<file path="config.mk">
export PLATFORM = sky130hd
export DESIGN_NAME = awc_irq_wake_ctrl
export DESIGN_NICKNAME = d
export VERILOG_FILES = /design/src/common/awc_pkg.sv /design/src/verilog/awc_irq_wake_ctrl.sv /design/src/verilog/awc_timer8.sv
export SDC_FILE = /design/constraint.sdc
export NUM_CORES = 1
export LEC_CHECK = 0
export ABC_CLOCK_PERIOD_IN_PS = 5500
export BUFFER_PORTS_ARGS = -buffer_cell sky130_fd_sc_hd__buf_4
export CORE_ASPECT_RATIO = 1.25
export CORE_UTILIZATION = 65
export CTS_BUF_LIST = sky130_fd_sc_hd__clkbuf_2 sky130_fd_sc_hd__clkbuf_4 sky130_fd_sc_hd__clkbuf_8
export DETAILED_ROUTE_END_ITERATION = 12
export HOLD_SLACK_MARGIN = 0.15
export PLACE_DENSITY_LB_ADDON = 0.25
export SLEW_MARGIN = 20
export SYNTH_ARGS = -nofsm -noshare
export SYNTH_HDL_FRONTEND = slang
export SYNTH_SLANG_ARGS = --single-unit
</file>
<file path="constraint.sdc">
create_clock -name clk_i -period 5.5 [get_ports clk_i]
set_input_delay 0.825 -clock clk_i [delete_from_list [all_inputs] [get_ports clk_i]]
set_output_delay 0.825 -clock clk_i [all_outputs]
set_load 0.01 [all_outputs]
</file>
<file path="src/common/awc_pkg.sv">
// Constants shared by the advanced-mode interrupt and wake-up controller.
package awc_pkg;

    localparam int unsigned ADDR_W = 7;
    localparam int unsigned DATA_W = 8;
    localparam int unsigned PIN_COUNT = 4;
    localparam int unsigned GP_DEPTH = 8;
    localparam int unsigned GP_IDX_W = 3;

    // Data-memory addresses reached by the direct operand.
    localparam logic [6:0] ADDR_TIMER = 7'h01;
    localparam logic [6:0] ADDR_WAKE = 7'h20;
    localparam logic [6:0] ADDR_MASK = 7'h21;
    localparam logic [6:0] ADDR_FLAG = 7'h22;
    localparam logic [6:0] ADDR_GP_FIRST = 7'h28;
    localparam logic [6:0] ADDR_GP_LAST = 7'h2f;
    localparam logic [6:0] ADDR_TOP = 7'h3f;

    // Wake-up control register fields.
    localparam int unsigned WAKE_WDT_SW_BIT = 7;
    localparam int unsigned WAKE_MASTER_BIT = 6;
    localparam int unsigned WAKE_PIN0_SEL_BIT = 5;
    localparam int unsigned WAKE_PIN0_EN_BIT = 0;
    localparam logic [7:0] WAKE_IMPL = 8'hef;
    localparam logic [7:0] WAKE_RST = 8'h00;

    // Interrupt enable mask fields.
    localparam int unsigned MASK_GLOBAL_BIT = 7;
    localparam int unsigned MASK_EXT_BIT = 2;
    localparam int unsigned MASK_TMR_BIT = 0;
    localparam logic [7:0] MASK_IMPL = 8'h85;
    localparam logic [7:0] MASK_RST = 8'h00;

    // Interrupt pending flag fields.
    localparam int unsigned FLAG_EXT_BIT = 2;
    localparam int unsigned FLAG_TMR_BIT = 0;
    localparam logic [7:0] FLAG_IMPL = 8'h05;
    localparam logic [7:0] FLAG_RST = 8'h00;

    // Eight-bit timer.
    localparam logic [7:0] TIMER_RST = 8'h00;
    localparam logic [7:0] TIMER_MAX = 8'hff;
    localparam logic [7:0] TIMER_STEP = 8'h01;

    localparam logic [7:0] READ_ZERO = 8'h00;

    // Pin history after reset matches idle pulled-high pins, so no false edge follows.
    localparam logic [3:0] PIN_IDLE = 4'hf;

endpackage

</file>
<file path="src/verilog/awc_irq_wake_ctrl.sv">
// Advanced-mode interrupt and wake-up controller with its directly addressed registers.
//
// Summary of operation
// RULE1 - Eight general-purpose bytes at 0x28 to 0x2F.
// RULE2 - Wake, mask, flag registers at 0x20-0x22.
// RULE3 - Seven-bit operand reaches 0x00-0x3F directly.
// RULE4 - Wake register clears on reset, software-writable.
// RULE5 - Watchdog runs when config and software enable.
// RULE6 - Wake bit 6 gates all pin wake-up.
// RULE7 - Wake bit 5 makes pin zero interrupt.
// RULE8 - Pins 3-1 falling edge wakes when enabled.
// RULE9 - Pin zero enable gates its wake and interrupt.
// RULE10 - All three pin-zero bits make interrupt input; a pin-zero edge sets flag bit 2 with wake bits 0 and 5 alone, bit 6 not needed.
// RULE11 - Interrupts wait while sleeping until pin wake.
// RULE12 - Reset out of sleep discards pending interrupts.
// RULE13 - Two sources, no nested interrupt service.
// RULE14 - Mask bit 7 globally enables all interrupts.
// RULE15 - Return from interrupt sets global enable.
// RULE16 - Mask bit 2 external, bit 0 timer.
// RULE17 - Pin-zero interrupt sets flag bit 2.
// RULE18 - Timer overflow sets flag bit 0.
// RULE19 - Hardware sets flags; writing zero clears.
// RULE20 - Timer is eight-bit, overflows 0xFF to 0x00.
// RULE21 - Request when flag, source and global enabled.
// RULE22 - Accepting an interrupt clears global enable.
`timescale 1ns/10ps
module awc_irq_wake_ctrl (
    input wire logic clk_i,
    input wire logic srst_i,
    input wire logic [6:0] addr_i,
    input wire logic wr_en_i,
    input wire logic [7:0] wr_data_i,
    input wire logic rd_en_i,
    output logic [7:0] rd_data_o,
    output logic hit_o,
    input wire logic [3:0] port_a_i,
    input wire logic sleep_i,
    input wire logic wdt_config_en_i,
    input wire logic timer_tick_i,
    input wire logic irq_ack_i,
    input wire logic reti_i,
    output logic irq_req_o,
    output logic in_service_o,
    output logic wake_o,
    output logic wdt_run_o,
    output logic pin0_is_irq_o,
    output logic pin0_irq_input_o
);

    ////////////////////////////////////////////////////////////////////////////////
    // Address decode and storage.

    logic [7:0] wake_q;
    logic [7:0] mask_q;
    logic [7:0] flag_q;
    logic [7:0] rd_data_q;
    logic [7:0] gp_mem [awc_pkg::GP_DEPTH];
    logic [3:0] port_a_q;
    logic [3:0] pin_fall;
    logic [3:0] wake_hit;
    logic [7:0] timer_count;
    logic timer_overflow;
    logic in_service_q;
    logic wake_pulse_q;
    logic in_range;
    logic sel_timer;
    logic sel_wake;
    logic sel_mask;
    logic sel_flag;
    logic sel_gp;
    logic [2:0] gp_idx;
    logic ext_set;
    logic tmr_set;
    logic src_pending;
    logic accept;

    // Bit 6 of the operand lies beyond the direct range and selects nothing.
    assign in_range = (addr_i <= awc_pkg::ADDR_TOP); // [RULE3]
    assign sel_timer = (addr_i == awc_pkg::ADDR_TIMER);
    assign sel_wake = (addr_i == awc_pkg::ADDR_WAKE); // [RULE2]
    assign sel_mask = (addr_i == awc_pkg::ADDR_MASK); // [RULE2]
    assign sel_flag = (addr_i == awc_pkg::ADDR_FLAG); // [RULE2]
    assign sel_gp = in_range && (addr_i >= awc_pkg::ADDR_GP_FIRST)
        && (addr_i <= awc_pkg::ADDR_GP_LAST); // [RULE1]
    assign gp_idx = addr_i[awc_pkg::GP_IDX_W-1:0];
    assign hit_o = sel_timer || sel_wake || sel_mask || sel_flag || sel_gp;

    always_ff @(posedge clk_i) begin
        if (wr_en_i && sel_gp) begin
            gp_mem[gp_idx] <= wr_data_i; // [RULE1]
        end
    end

    // Read data is registered; unmapped and unimplemented locations return zero.
    always_ff @(posedge clk_i) begin
        if (srst_i) begin
            rd_data_q <= awc_pkg::READ_ZERO;
        end else if (rd_en_i) begin
            if (sel_gp) begin
                rd_data_q <= gp_mem[gp_idx]; // [RULE1]
            end else if (sel_wake) begin
                rd_data_q <= wake_q & awc_pkg::WAKE_IMPL;
            end else if (sel_mask) begin
                rd_data_q <= mask_q & awc_pkg::MASK_IMPL;
            end else if (sel_flag) begin
                rd_data_q <= flag_q & awc_pkg::FLAG_IMPL;
            end else if (sel_timer) begin
                rd_data_q <= timer_count;
            end else begin
                rd_data_q <= awc_pkg::READ_ZERO; // [RULE3]
            end
        end
    end

    assign rd_data_o = rd_data_q;

    ////////////////////////////////////////////////////////////////////////////////
    // Wake-up control register and pin roles.

    always_ff @(posedge clk_i) begin
        if (srst_i) begin
            wake_q <= awc_pkg::WAKE_RST; // [RULE4]
        end else if (wr_en_i && sel_wake) begin
            wake_q <= wr_data_i & awc_pkg::WAKE_IMPL; // [RULE4] [RULE8]
        end
    end

    // The watchdog runs only when the configuration enable and the software bit are both set.
    assign wdt_run_o = wdt_config_en_i && wake_q[awc_pkg::WAKE_WDT_SW_BIT]; // [RULE5]
    assign pin0_is_irq_o = wake_q[awc_pkg::WAKE_PIN0_SEL_BIT]; // [RULE7]
    assign pin0_irq_input_o = wake_q[awc_pkg::WAKE_PIN0_EN_BIT]
        && wake_q[awc_pkg::WAKE_MASTER_BIT]
        && wake_q[awc_pkg::WAKE_PIN0_SEL_BIT]; // [RULE10]

    always_ff @(posedge clk_i) begin
        if (srst_i) begin
            port_a_q <= awc_pkg::PIN_IDLE;
        end else begin
            port_a_q <= port_a_i;
        end
    end

    // Per-pin enables share the pin number, so one loop covers pins 3 to 0.
    genvar pin;
    generate
        for (pin = 0; pin < awc_pkg::PIN_COUNT; pin++) begin : g_pin
            assign pin_fall[pin] = port_a_q[pin] && !port_a_i[pin];
            assign wake_hit[pin] = wake_q[awc_pkg::WAKE_MASTER_BIT] && wake_q[pin]
                && pin_fall[pin]; // [RULE6] [RULE8] [RULE9]
        end
    endgenerate

    // Only a pin edge wakes the core; resets leave through srst_i and clear all state except the general-purpose bytes and the pin history, which loads idle-high.
    always_ff @(posedge clk_i) begin
        if (srst_i) begin
            wake_pulse_q <= 1'b0;
        end else begin
            wake_pulse_q <= sleep_i && (|wake_hit); // [RULE6] [RULE8]
        end
    end

    assign wake_o = wake_pulse_q;

    ////////////////////////////////////////////////////////////////////////////////
    // Timer and interrupt flags.

    awc_timer8 u_timer (
        .clk_i(clk_i),
        .srst_i(srst_i),
        .tick_i(timer_tick_i),
        .wr_i(wr_en_i && sel_timer),
        .wr_data_i(wr_data_i),
        .count_o(timer_count),
        .overflow_o(timer_overflow)
    );

    assign ext_set = wake_q[awc_pkg::WAKE_PIN0_EN_BIT]
        && wake_q[awc_pkg::WAKE_PIN0_SEL_BIT] && pin_fall[0]; // [RULE9] [RULE17]
    assign tmr_set = timer_overflow; // [RULE18] [RULE20]

    // A write can only clear; a set arriving in the same cycle still wins.
    always_ff @(posedge clk_i) begin
        if (srst_i) begin
            flag_q <= awc_pkg::FLAG_RST; // [RULE12]
        end else begin
            if (wr_en_i && sel_flag) begin
                flag_q[awc_pkg::FLAG_EXT_BIT] <= ext_set
                    || (flag_q[awc_pkg::FLAG_EXT_BIT]
                    && wr_data_i[awc_pkg::FLAG_EXT_BIT]); // [RULE19]
                flag_q[awc_pkg::FLAG_TMR_BIT] <= tmr_set
                    || (flag_q[awc_pkg::FLAG_TMR_BIT]
                    && wr_data_i[awc_pkg::FLAG_TMR_BIT]); // [RULE19]
            end else begin
                flag_q[awc_pkg::FLAG_EXT_BIT] <= flag_q[awc_pkg::FLAG_EXT_BIT]
                    || ext_set; // [RULE17]
                flag_q[awc_pkg::FLAG_TMR_BIT] <= flag_q[awc_pkg::FLAG_TMR_BIT]
                    || tmr_set; // [RULE18]
            end
        end
    end

    ////////////////////////////////////////////////////////////////////////////////
    // Mask register, request and service tracking.

    assign src_pending = (flag_q[awc_pkg::FLAG_EXT_BIT] && mask_q[awc_pkg::MASK_EXT_BIT])
        || (flag_q[awc_pkg::FLAG_TMR_BIT] && mask_q[awc_pkg::MASK_TMR_BIT]); // [RULE16]
    // Sleep holds the request back; the flag itself stays set for later service.
    assign irq_req_o = src_pending && mask_q[awc_pkg::MASK_GLOBAL_BIT]
        && !in_service_q && !sleep_i; // [RULE11] [RULE13] [RULE14] [RULE21]
    assign accept = irq_ack_i && irq_req_o;

    // Acceptance and return beat a software write to the global bit in the same cycle.
    always_ff @(posedge clk_i) begin
        if (srst_i) begin
            mask_q <= awc_pkg::MASK_RST;
        end else begin
            if (wr_en_i && sel_mask) begin
                mask_q <= wr_data_i & awc_pkg::MASK_IMPL; // [RULE16]
            end
            if (accept) begin
                mask_q[awc_pkg::MASK_GLOBAL_BIT] <= 1'b0; // [RULE22]
            end else if (reti_i) begin
                mask_q[awc_pkg::MASK_GLOBAL_BIT] <= 1'b1; // [RULE15]
            end
        end
    end

    always_ff @(posedge clk_i) begin
        if (srst_i) begin
            in_service_q <= 1'b0;
        end else if (accept) begin
            in_service_q <= 1'b1; // [RULE13]
        end else if (reti_i) begin
            in_service_q <= 1'b0;
        end
    end

    assign in_service_o = in_service_q;
endmodule

</file>
<file path="src/verilog/awc_timer8.sv">
// Eight-bit binary up-counter with a registered overflow pulse.
`timescale 1ns/10ps
module awc_timer8 (
    input wire logic clk_i,
    input wire logic srst_i,
    input wire logic tick_i,
    input wire logic wr_i,
    input wire logic [7:0] wr_data_i,
    output logic [7:0] count_o,
    output logic overflow_o
);

    logic [7:0] count_q;
    logic overflow_q;

    // A software write wins over a tick in the same cycle, so a reload never races the count.
    always_ff @(posedge clk_i) begin
        if (srst_i) begin
            count_q <= awc_pkg::TIMER_RST;
        end else if (wr_i) begin
            count_q <= wr_data_i;
        end else if (tick_i) begin
            count_q <= count_q + awc_pkg::TIMER_STEP;
        end
    end

    always_ff @(posedge clk_i) begin
        if (srst_i) begin
            overflow_q <= 1'b0;
        end else begin
            overflow_q <= tick_i && !wr_i && (count_q == awc_pkg::TIMER_MAX);
        end
    end

    assign count_o = count_q;
    assign overflow_o = overflow_q;

endmodule
</file>
; ---- Word level (Yosys, flattened, before mapping)
; Memories as Yosys holds them, arrays and structs flattened.
; Index checks and enable logic that the tools add are counted.
[word_totals]
register_bits = 35
ramBits = 64
in_bits = 28
out_inout_bits = 15
word_cells = 90
n_memories = 1
[op_classes]
n_addsub = 1
n_lt_le_gt_ge = 3
n_eq_ne = 5
muxes = 15
n_reduce_logical = 55
[memory_table]
columns = name, depth, width, rd, rd_clocked_by_memory_dff, wr, line_no
row1 = gp_mem, 8, 8, 1, 0, 1, awc_irq_wake_ctrl.sv:57  ; logic [7:0] gp_mem [awc_pkg::GP_DEPTH];
[ops]
columns = operator, count
row1 = 8-bit 2-to-1 mux, 8
row2 = 1-bit logical AND, 34
row3 = 7-bit by 6-bit == test with 1-bit output (second input constant), 3
row4 = 7-bit by 6-bit less-or-equal comparator with 1-bit output (second input constant), 2
row5 = 1-bit logical OR, 9
row6 = 8-bit by 1-bit adder with 8-bit output (second input constant), 1
row7 = 8-bit == test (second input constant), 1
row8 = 7-bit by 1-bit == test with 1-bit output (second input constant), 1
row9 = 7-bit by 6-bit >= comparator with 1-bit output (second input constant), 1
row10 = 1-bit logical NOT, 7
row11 = 1-bit 2-to-1 mux, 7
row12 = 2-bit nonzero test, 3
row13 = 4-bit OR reduction, 1
row14 = 2-bit OR reduction, 1

; ---- Logic depth before layout (Yosys ltp)
; Gate-level depths: netlist of the first run.
[depth]
word_depth = 7
mapped_depth = 6
ltp_nobuf = 4

; ---- Modules after synthesis
; A second synthesis of the first run with hierarchy kept.
[unflattened]
hier_cells = 313
hier_area_um2 = 4277.9
[by_module_without_submodules]
columns = module, instances, cells_each, area_each_um2, seq_area_each_um2
row1 = awc_irq_wake_ctrl, 1, 256, 3787.4, 2442.3
row2 = awc_timer8, 1, 57, 490.5, 180.2

; ---- Worst setup path after synthesis of the first run
; Ideal clock, no wire load.
[synth_path]
kind = input port to output port
start = input port addr_i[0]
end = output port hit_o
t_arrival_ns = 1.740
slack_ns = 2.935
path_stages = 5
path_cell_list = buf_2 -> clkbuf_1 -> nor2_1 -> o21a_1 -> o21a_1
[synth_between]
elab_chain_cells = 5
word_cells_on_any_way = 13
cone_classes = order compare (3) / eq/ne (4) / reduce/logical (6)
[synth_rtl]
columns = item, line_no
row1 = start: declaration, awc_irq_wake_ctrl.sv:30  ; input wire logic [6:0] addr_i,
row2 = branches (longest 4 deep; another with 7-bit by 6-bit less-or-equal comparator with 1-bit output), --
row3 = 1-bit logical OR *, awc_irq_wake_ctrl.sv:86  ; assign hit_o = sel_timer || sel_wake || sel_mask || sel_flag || sel_gp;
row4 = end: declaration, awc_irq_wake_ctrl.sv:35  ; output logic hit_o,
; Mark *: on every way between the ends.

; ---- Worst setup path after layout of the first run
; Same ends and word-level chain as after synthesis.

==> summary.txt, run 1 <==
Synthesis
  • Post-synth top flop: edfxtp_1
  • Synth warn: 0
  • Mapped Nets: approximately 350
  • Post-synthesis mux area share: between 10% and 20%
  • Synth Area in XOR/XNOR: under 10%
  • Synth Area in Compound Gates: under 10%
  • Main combinational cell family by area after synthesis: simple AND/OR/NAND/NOR gates
  • Synth cell types: approximately 50
  • Area share of fa/ha/maj cells after synthesis: less than 1%
  • Area share of and/or/nand/nor cells after synthesis: approximately 14%
  • Synthesized area: 4240 um^2
  • EDFF count, synth: 64
  • Sequential area share after synthesis: between 60% and 70%
  • Average size of a mapped cell: around 13 um^2
  • Synth Register Bits: between 90 and 100
  • Ys async rst share: 0%
  • Mapped Cells: ~320

CTS
  • Worst-path clk slew: about 0.1 ns
  • Clock Path Buffers: 2
  • Total clock sinks: around 100
  • Post_cts resized: 0
  • CTS Hold Bufs: 0
  • TritonCTS clock tree: built
  • Clock Latency Late Sink: between 0.3 and 0.4 ns
  • H-Tree Depth: 3
  • Setup Fix Bufs, Post-CTS: 0
  • CTS Buf Count: 9
  • CTS Root Cell: clkbuf_8

Floorplanning
  • DIE HEIGHT: slightly above 90 um
  • # IOs: 43
  • Die X: roughly 74 um
  • Die area: between 6000 and 7000 um^2
  • CORE AREA: roughly 6200 um^2
  • Starting Density: between 60% and 70%
  • FP Rows: 32

GRT
  • Pin count of the biggest net entering global routing: 41
  • Global Route Usage Sum: 29.5%
  • Aggregate global routing overflow: 0
  • Initial antenna violation count: 0
  • Global-route wire length before repair: around 14000 um
  • Vias in the first global route: ~2700

Timing
  • RSZ-0062 raised after global routing: false
  • Worst-margin pin slew: about 1.0 ns
  • Slew Limit Headroom: 30.2%
  • Final setup viols: 0
  • Final Cycle Share: 49.4%
  • Fmax: 368 MHz
  • Slew Viols, Final: 0
  • Fin Clk Skew: ~0.0098 ns
  • Fin Setup TNS: 0 ns
  • Tmin final: about 2.7 ns
  • Final Hold Vio Count: 0

Power
  • Sequential fraction of design power: 57.9%
  • Lkg Pwr: 1.68 nW
  • Psw: between 0.0003 and 0.0004 W
  • Clk pwr share: around a third
  • Maximum VDD drop: between 0.00015 and 0.0002 V
  • Switching Share: about a quarter
  • Power Internal: between 0.001 and 0.0015 W
  • Logic gate share of total power: roughly 7.4%
  • Pwr/cell area: 290 nW/um^2
  • Power Total: about 0.0014 W

Status
  • Status: finished, final reports clean

Setup path
  • Critical-path cell list: buf_4 > nor4b_2 > o21a_1 > buf_4
  • Crit path required time: ~4.7 ns
  • Setup crit end kind: output pin
  • Worst EP arrival: around 1.9 ns
  • Critical-path top delay cell: nor4b_2
  • CP startpoint kind: input port
  • Crit-path max cell delay: roughly 0.43 ns
  • Delay-heaviest family, CP: buffers and inverters
  • Buf/Inv on CP: 2
  • Critical path class: input port to output pin
  • Crit path max fanout: 27
  • Reg2Reg Setup Slack: about 3.8 ns
  • Cell repeated most along the worst path: buf_4

Job
  • Max_cap viols: 0

Detailed routing
  • WL final: 9260 um
  • Vias per cell: between 6 and 7
  • DRC: 0
  • WL/cell: between 20 and 25 um
  • Remaining antenna violation count: 0
  • Initial DRC count: ~280
  • Vias: 2855
  • First-pass DRT Iterations: 5

Placed design
  • Routability cong.: just under 0.9
  • Port bufs: 42
  • Post-DP Area: around 4600 um^2
  • Detailed placer's ending HPWL: 6280 um

Cells and area
  • Synth-to-Final Area Change: 12.8%
  • Share of post-route cells with drive strength above 1: just over 20%
  • Nets@finish: around 390
  • Design Area, Final: around 4800 um^2
  • Antenna fix cells: 0

Hold path
  • Min-delay worst type: flip-flop to flip-flop
## sequential cells by signal (all words and copies together) (netlist names)
register,flops
in_service_o,1
u_timer.count_o,8
flag_q,2
wake_q,7
rd_data_o,8
wake_o,1
mask_q,3
gp_mem,64
u_timer.overflow_o,1
port_a_q,4
## routing by layer
metal | part of all wire (%) | global-route usage (%) | vias to the layer above
met1 | 39 | 36.2 | 1381
met4 | 4.3 | 15.3 | 0
li1 | - | - | 1301
met5 | 0 | 0 | -
met3 | 5.9 | 6.09 | 34
met2 | 50 | 48.6 | 139
## power by group through the flow
stage / sequential, W / combinational, W / clock (W)
6_report: 0.000804 / 0.000103 / 0.000481
5_1_grt: 0.000805 / 0.000110 / 0.000513
4_1_cts: 0.000804 / 0.000102 / 0.000484
3_5_place_dp: 0.000821 / 0.000102 / 0
3_3_place_gp: 0.000820 / 0.0000992 / 0
2_1_floorplan: 0.000820 / 0.0000560 / 0
## cell usage in the layout, fill, tap and decap left out, types with 2 or more instances in the layout
| master | netlist | layout |
|---|---|---|
| and3_1 | 5 | 5 |
| o21a_1 | 2 | 2 |
| o21ai_1 | 4 | 4 |
| inv_1 | 3 | 3 |
| nor4b_1 | 3 | 3 |
| dfxtp_1 | 35 | 35 |
| and2_1 | 2 | 2 |
| nand4_1 | 4 | 4 |
| clkbuf_8 | 0 | 9 |
| mux2_1 | 3 | 3 |
| clkinv_1 | 2 | 2 |
| and4_1 | 2 | 2 |
| inv_6 | 0 | 3 |
| nand3_1 | 16 | 16 |
| nand3b_1 | 4 | 4 |
| a221oi_1 | 6 | 6 |
| o32ai_1 | 4 | 4 |
| nand2_1 | 19 | 19 |
| nor3b_1 | 2 | 2 |
| edfxtp_1 | 64 | 64 |
| a211oi_1 | 10 | 10 |
| nand2b_1 | 6 | 6 |
| or2_1 | 4 | 4 |
| nor2_1 | 31 | 31 |
| mux4_2 | 13 | 13 |
| a311oi_1 | 2 | 2 |
| buf_4 | 0 | 42 |
| nor3_1 | 4 | 4 |
| mux2i_1 | 16 | 16 |
| nor2b_1 | 3 | 3 |
| a21oi_1 | 11 | 11 |
| a22oi_1 | 2 | 2 |
| xor2_1 | 6 | 6 |
## cell families after synthesis
logic type	Yosys count
multiplexers	33
flip-flops	99
adder cells (fa/ha/maj)	1
buffers and inverters	24
AND/OR/NAND/NOR	111
AO/OA/AOI/OAI	47
XOR/XNOR	7
## synthesized netlist by cell type (all sizes together), types with 5 or more instances
cell type / n / area, um^2
a211oi: 10 / 75.1
a21oi: 11 / 55.1
a221oi: 6 / 52.6
and3: 5 / 31.3
buf: 8 / 43.8
clkbuf: 11 / 41.3
dfxtp: 35 / 701
edfxtp: 64 / 1920
mux2i: 16 / 160
mux4: 13 / 293
nand2: 19 / 71.3
nand2b: 6 / 37.5
nand3: 16 / 80.1
nor2: 31 / 116
nor4b: 5 / 65.1
xor2: 6 / 52.6
## layout make-up
type | instances | area [um^2]
Sequential cell | 99 | 2620
Multi-Input combinational cell | 199 | 1520
Fill cell | 407 | 1460
Timing Repair Buffer | 42 | 315
Clock buffer | 9 | 124
Tap cell | 85 | 106
Clock inverter | 7 | 81.3
Inverter | 5 | 18.8
## through the flow
step	setup slack (ns)	hold slack [ns]	instances	utilization, %
after global placement	2.58	0.464	430	73.3
after detailed placement	2.47	0.471	430	73.3
after floorplan	2.93	0.411	322	-
final	2.78	0.485	446	76.6
after CTS	2.78	0.486	446	76.6
after global routing	2.68	0.502	446	76.6
## worst reg2reg max path: cells and delay by family (launching register included)
family	cells	cell delay, ns
AOI/OAI and AO/OA	1	0.31
DFF	1	0.39
muxes	2	0.77
and+or+nand+nor	1	0.09
## final timing paths
kind | from | to | cells past startpoint
worst min register to register | u_timer.overflow_o$_SDFF_PP0_ | flag_q[0]$_SDFF_PP0_ | 2
worst max register to register | gp_mem[3][4]$_DFFE_PP_ | rd_data_o[4]$_SDFFE_PP0P_ | 4
worst max-delay path | addr_i[0] | hit_o | 4
worst min-delay path | u_timer.overflow_o$_SDFF_PP0_ | flag_q[0]$_SDFF_PP0_ | 2
(Power assumes the default switching activity.)
==> inputs of run 2 (changes only) <==
- ABC_AREA: unset -> 1
- ABC_CLOCK_PERIOD_IN_PS: 5500 -> 2600
- CORE_UTILIZATION: 65 -> 61
- clock period: 5.5 -> 2.6 ns (I/O delays scaled with it)
==> summary.txt, run 2 <==
Floorplanning
  • FP Rows: 34
  • CORE AREA: slightly above 7000 um^2
  • Die X: just under 80 um
  • Starting Density: between 60% and 70%
  • DIE HEIGHT: between 90 and 100 um
  • # IOs: 43
  • Die area: roughly 7800 um^2

Timing
  • Fmax: roughly 510 MHz
  • Slew Limit Headroom: around 54%
  • Final setup viols: 0
  • Final Cycle Share: between 70% and 80%
  • Worst-margin pin slew: between 0.6 and 0.7 ns
  • Tmin final: slightly below 2 ns
  • Slew Viols, Final: 0
  • Final Hold Vio Count: 0
  • RSZ-0062 raised after global routing: false
  • Worst Hold Margin: approximately 0.20 ns
  • Fin Clk Skew: around 0.0078 ns
  • Fin Setup TNS: 0 ns

CTS
  • Post_cts resized: 0
  • Worst-path clk slew: approximately 0.10 ns
  • Clock Path Buffers: 2
  • CTS Root Cell: clkbuf_8
  • CTS Hold Bufs: 0
  • CTS Buf Count: 9
  • Total clock sinks: 99
  • Setup Fix Bufs, Post-CTS: 0
  • TritonCTS clock tree: built
  • Clock Latency Late Sink: 0.37 ns
  • H-Tree Depth: 3

Placed design
  • Detailed placer's ending HPWL: slightly above 8000 um
  • Routability cong.: ~0.94
  • Port bufs: 42

Synthesis
  • EDFF count, synth: 64
  • Mapped Nets: 513
  • Sequential area share after synthesis: approximately three fifths
  • Mapped Cells: roughly 480
  • Area leader, netlist: edfxtp_1
  • Synth warn: 0
  • Most frequent cell after synthesis: nand2_1
  • Average size of a mapped cell: just over 9 um^2
  • Top cells by area, synth: edfxtp_1 43%, dfxtp_1 15%, nand2_1 9.5%
  • Synth cell types: 39
  • Post-synth top area share: about 43%
  • Post-synth top flop: edfxtp_1
  • Synthesized area: about 4500 um^2
  • Top cells by count, synth: 115 x nand2_1, 64 x edfxtp_1, 53 x nand3_1
  • Synth Register Bits: 99
  • Ys async rst share: 0%

Hold path
  • Min-delay worst type: input port to flip-flop

Cells and area
  • Share of post-route cells with drive strength above 1: between 10% and 20%
  • Biggest register: gp_mem
  • Largest register FFs: 64
  • Nets@finish: ~560
  • Most frequent cells in the layout: 115 x nand2_1, 64 x edfxtp_1, 53 x nand3_1
  • Synth-to-Final Area Change: 11.8%
  • Antenna fix cells: 0
  • Commonest non-fill, non-tap cell in the layout: nand2_1

Detailed routing
  • DRC: 0
  • Remaining antenna violation count: 0
  • WL final: roughly 11000 um
  • First-pass DRT Iterations: 5
  • Vias per cell: a little under 6
  • WL/cell: around 18 um
  • Initial DRC count: about 320
  • Vias: around 3600

Job
  • Max_cap viols: 0

GRT
  • Global Route Usage Sum: between 30% and 40%
  • Vias in the first global route: 3537
  • Aggregate global routing overflow: 0
  • Global-route wire length before repair: about 17000 um
  • Initial antenna violation count: 0
  • Pin count of the biggest net entering global routing: 35

Setup path
  • CP startpoint kind: input port
  • Critical path class: input port to output pin
  • Crit path max fanout: 34
  • Worst EP arrival: 1.58 ns
  • Reg2Reg Setup Slack: between 1 and 1.5 ns
  • Crit path required time: 2.21 ns
  • Setup crit end kind: output pin

Status
  • Status: finished, final reports clean

Power
  • Pwr/cell area: between 500 and 600 nW/um^2
  • Maximum VDD drop: between 0.0003 and 0.0004 V
  • Lkg Pwr: a little over 2 nW
## run 2: cell count changes after synthesis, moves of 16 or more
cell,delta
inv_1,+24
mux2i_1,-16
nand2_1,+96
nand3_1,+37
nor2_1,+19
o21ai_0,+27
## run 2: stage by stage
| stage | util [%] | instance area, um^2 | std cells | setup slack [ns] | power [W] |
|---|---|---|---|---|---|
| 3_3_place_gp | 69.0 | 4870 | 605 | 0.466 | 0.00195 |
| 2_1_floorplan | - | 4520 | 484 | 0.492 | 0.00186 |
| 6_report | 71.6 | 5050 | 621 | 0.630 | 0.00284 |
| 4_1_cts | 71.6 | 5050 | 621 | 0.650 | 0.00284 |
| 5_1_grt | 71.6 | 5050 | 621 | 0.465 | 0.00293 |
| 3_5_place_dp | 69.0 | 4870 | 605 | 0.366 | 0.00195 |
## run 2: kinds of logic after synthesis
group,count (synthesis),share of synthesized area (%)
AO/OA/AOI/OAI,60,7.28
XOR/XNOR,5,0.969
adder cells (fa/ha/maj),1,0.277
buffers and inverters,54,5.67
flip-flops,99,58.0
AND/OR/NAND/NOR,265,27.8
## run 2: critical path, cell delays in order
cell	delay, ns
buf_4	0.22
inv_2	0.30
nand2_1	0.12
nor3_1	0.25
a21oi_1	0.06
nand4_1	0.09
buf_4	0.12
## run 2: final timing paths
check,start,endpoint,cells after the start
max,addr_i[0],hit_o,7
min,port_a_i[2],port_a_q[2]$_SDFF_PP1_,3
max reg2reg,u_timer.count_o[2]$_SDFFE_PP0P_,u_timer.count_o[7]$_SDFFE_PP0P_,7
min reg2reg,u_timer.overflow_o$_SDFF_PP0_,flag_q[0]$_SDFF_PP0_,2
## run 2: power by group
part	switching [W]	leakage [nW]	total (W)	internal (W)
Clock	0.000548	0.0886	0.000918	0.000370
Combinational	0.000158	1.07	0.000228	0.0000702
Sequential	0.00000876	0.859	0.00169	0.00168
Total	0.000714	2.02	0.00284	0.00212
## run 2: area by class of cell
| class | instances | area (um^2) |
|---|---|---|
| clock buffers | 10 | 131 |
| clock inverters | 6 | 48.8 |
| fillers | 550 | 2010 |
| inverters | 38 | 145 |
| multi-input cells | 331 | 1640 |
| flip-flops and latches | 99 | 2620 |
| well taps | 90 | 113 |
| repair buffers | 47 | 353 |
## run 2: metal layers
metal | part of all wire (%) | GRT usage [%] | up-vias | routed length [um]
met2 | 52 | 53.1 | 178 | 5820
met3 | 6.8 | 5.79 | 39 | 759
met1 | 36 | 35.2 | 1681 | 4000
met5 | 0 | 0 | - | 0
met4 | 4.7 | 17.5 | 0 | 516
li1 | - | - | 1713 | -
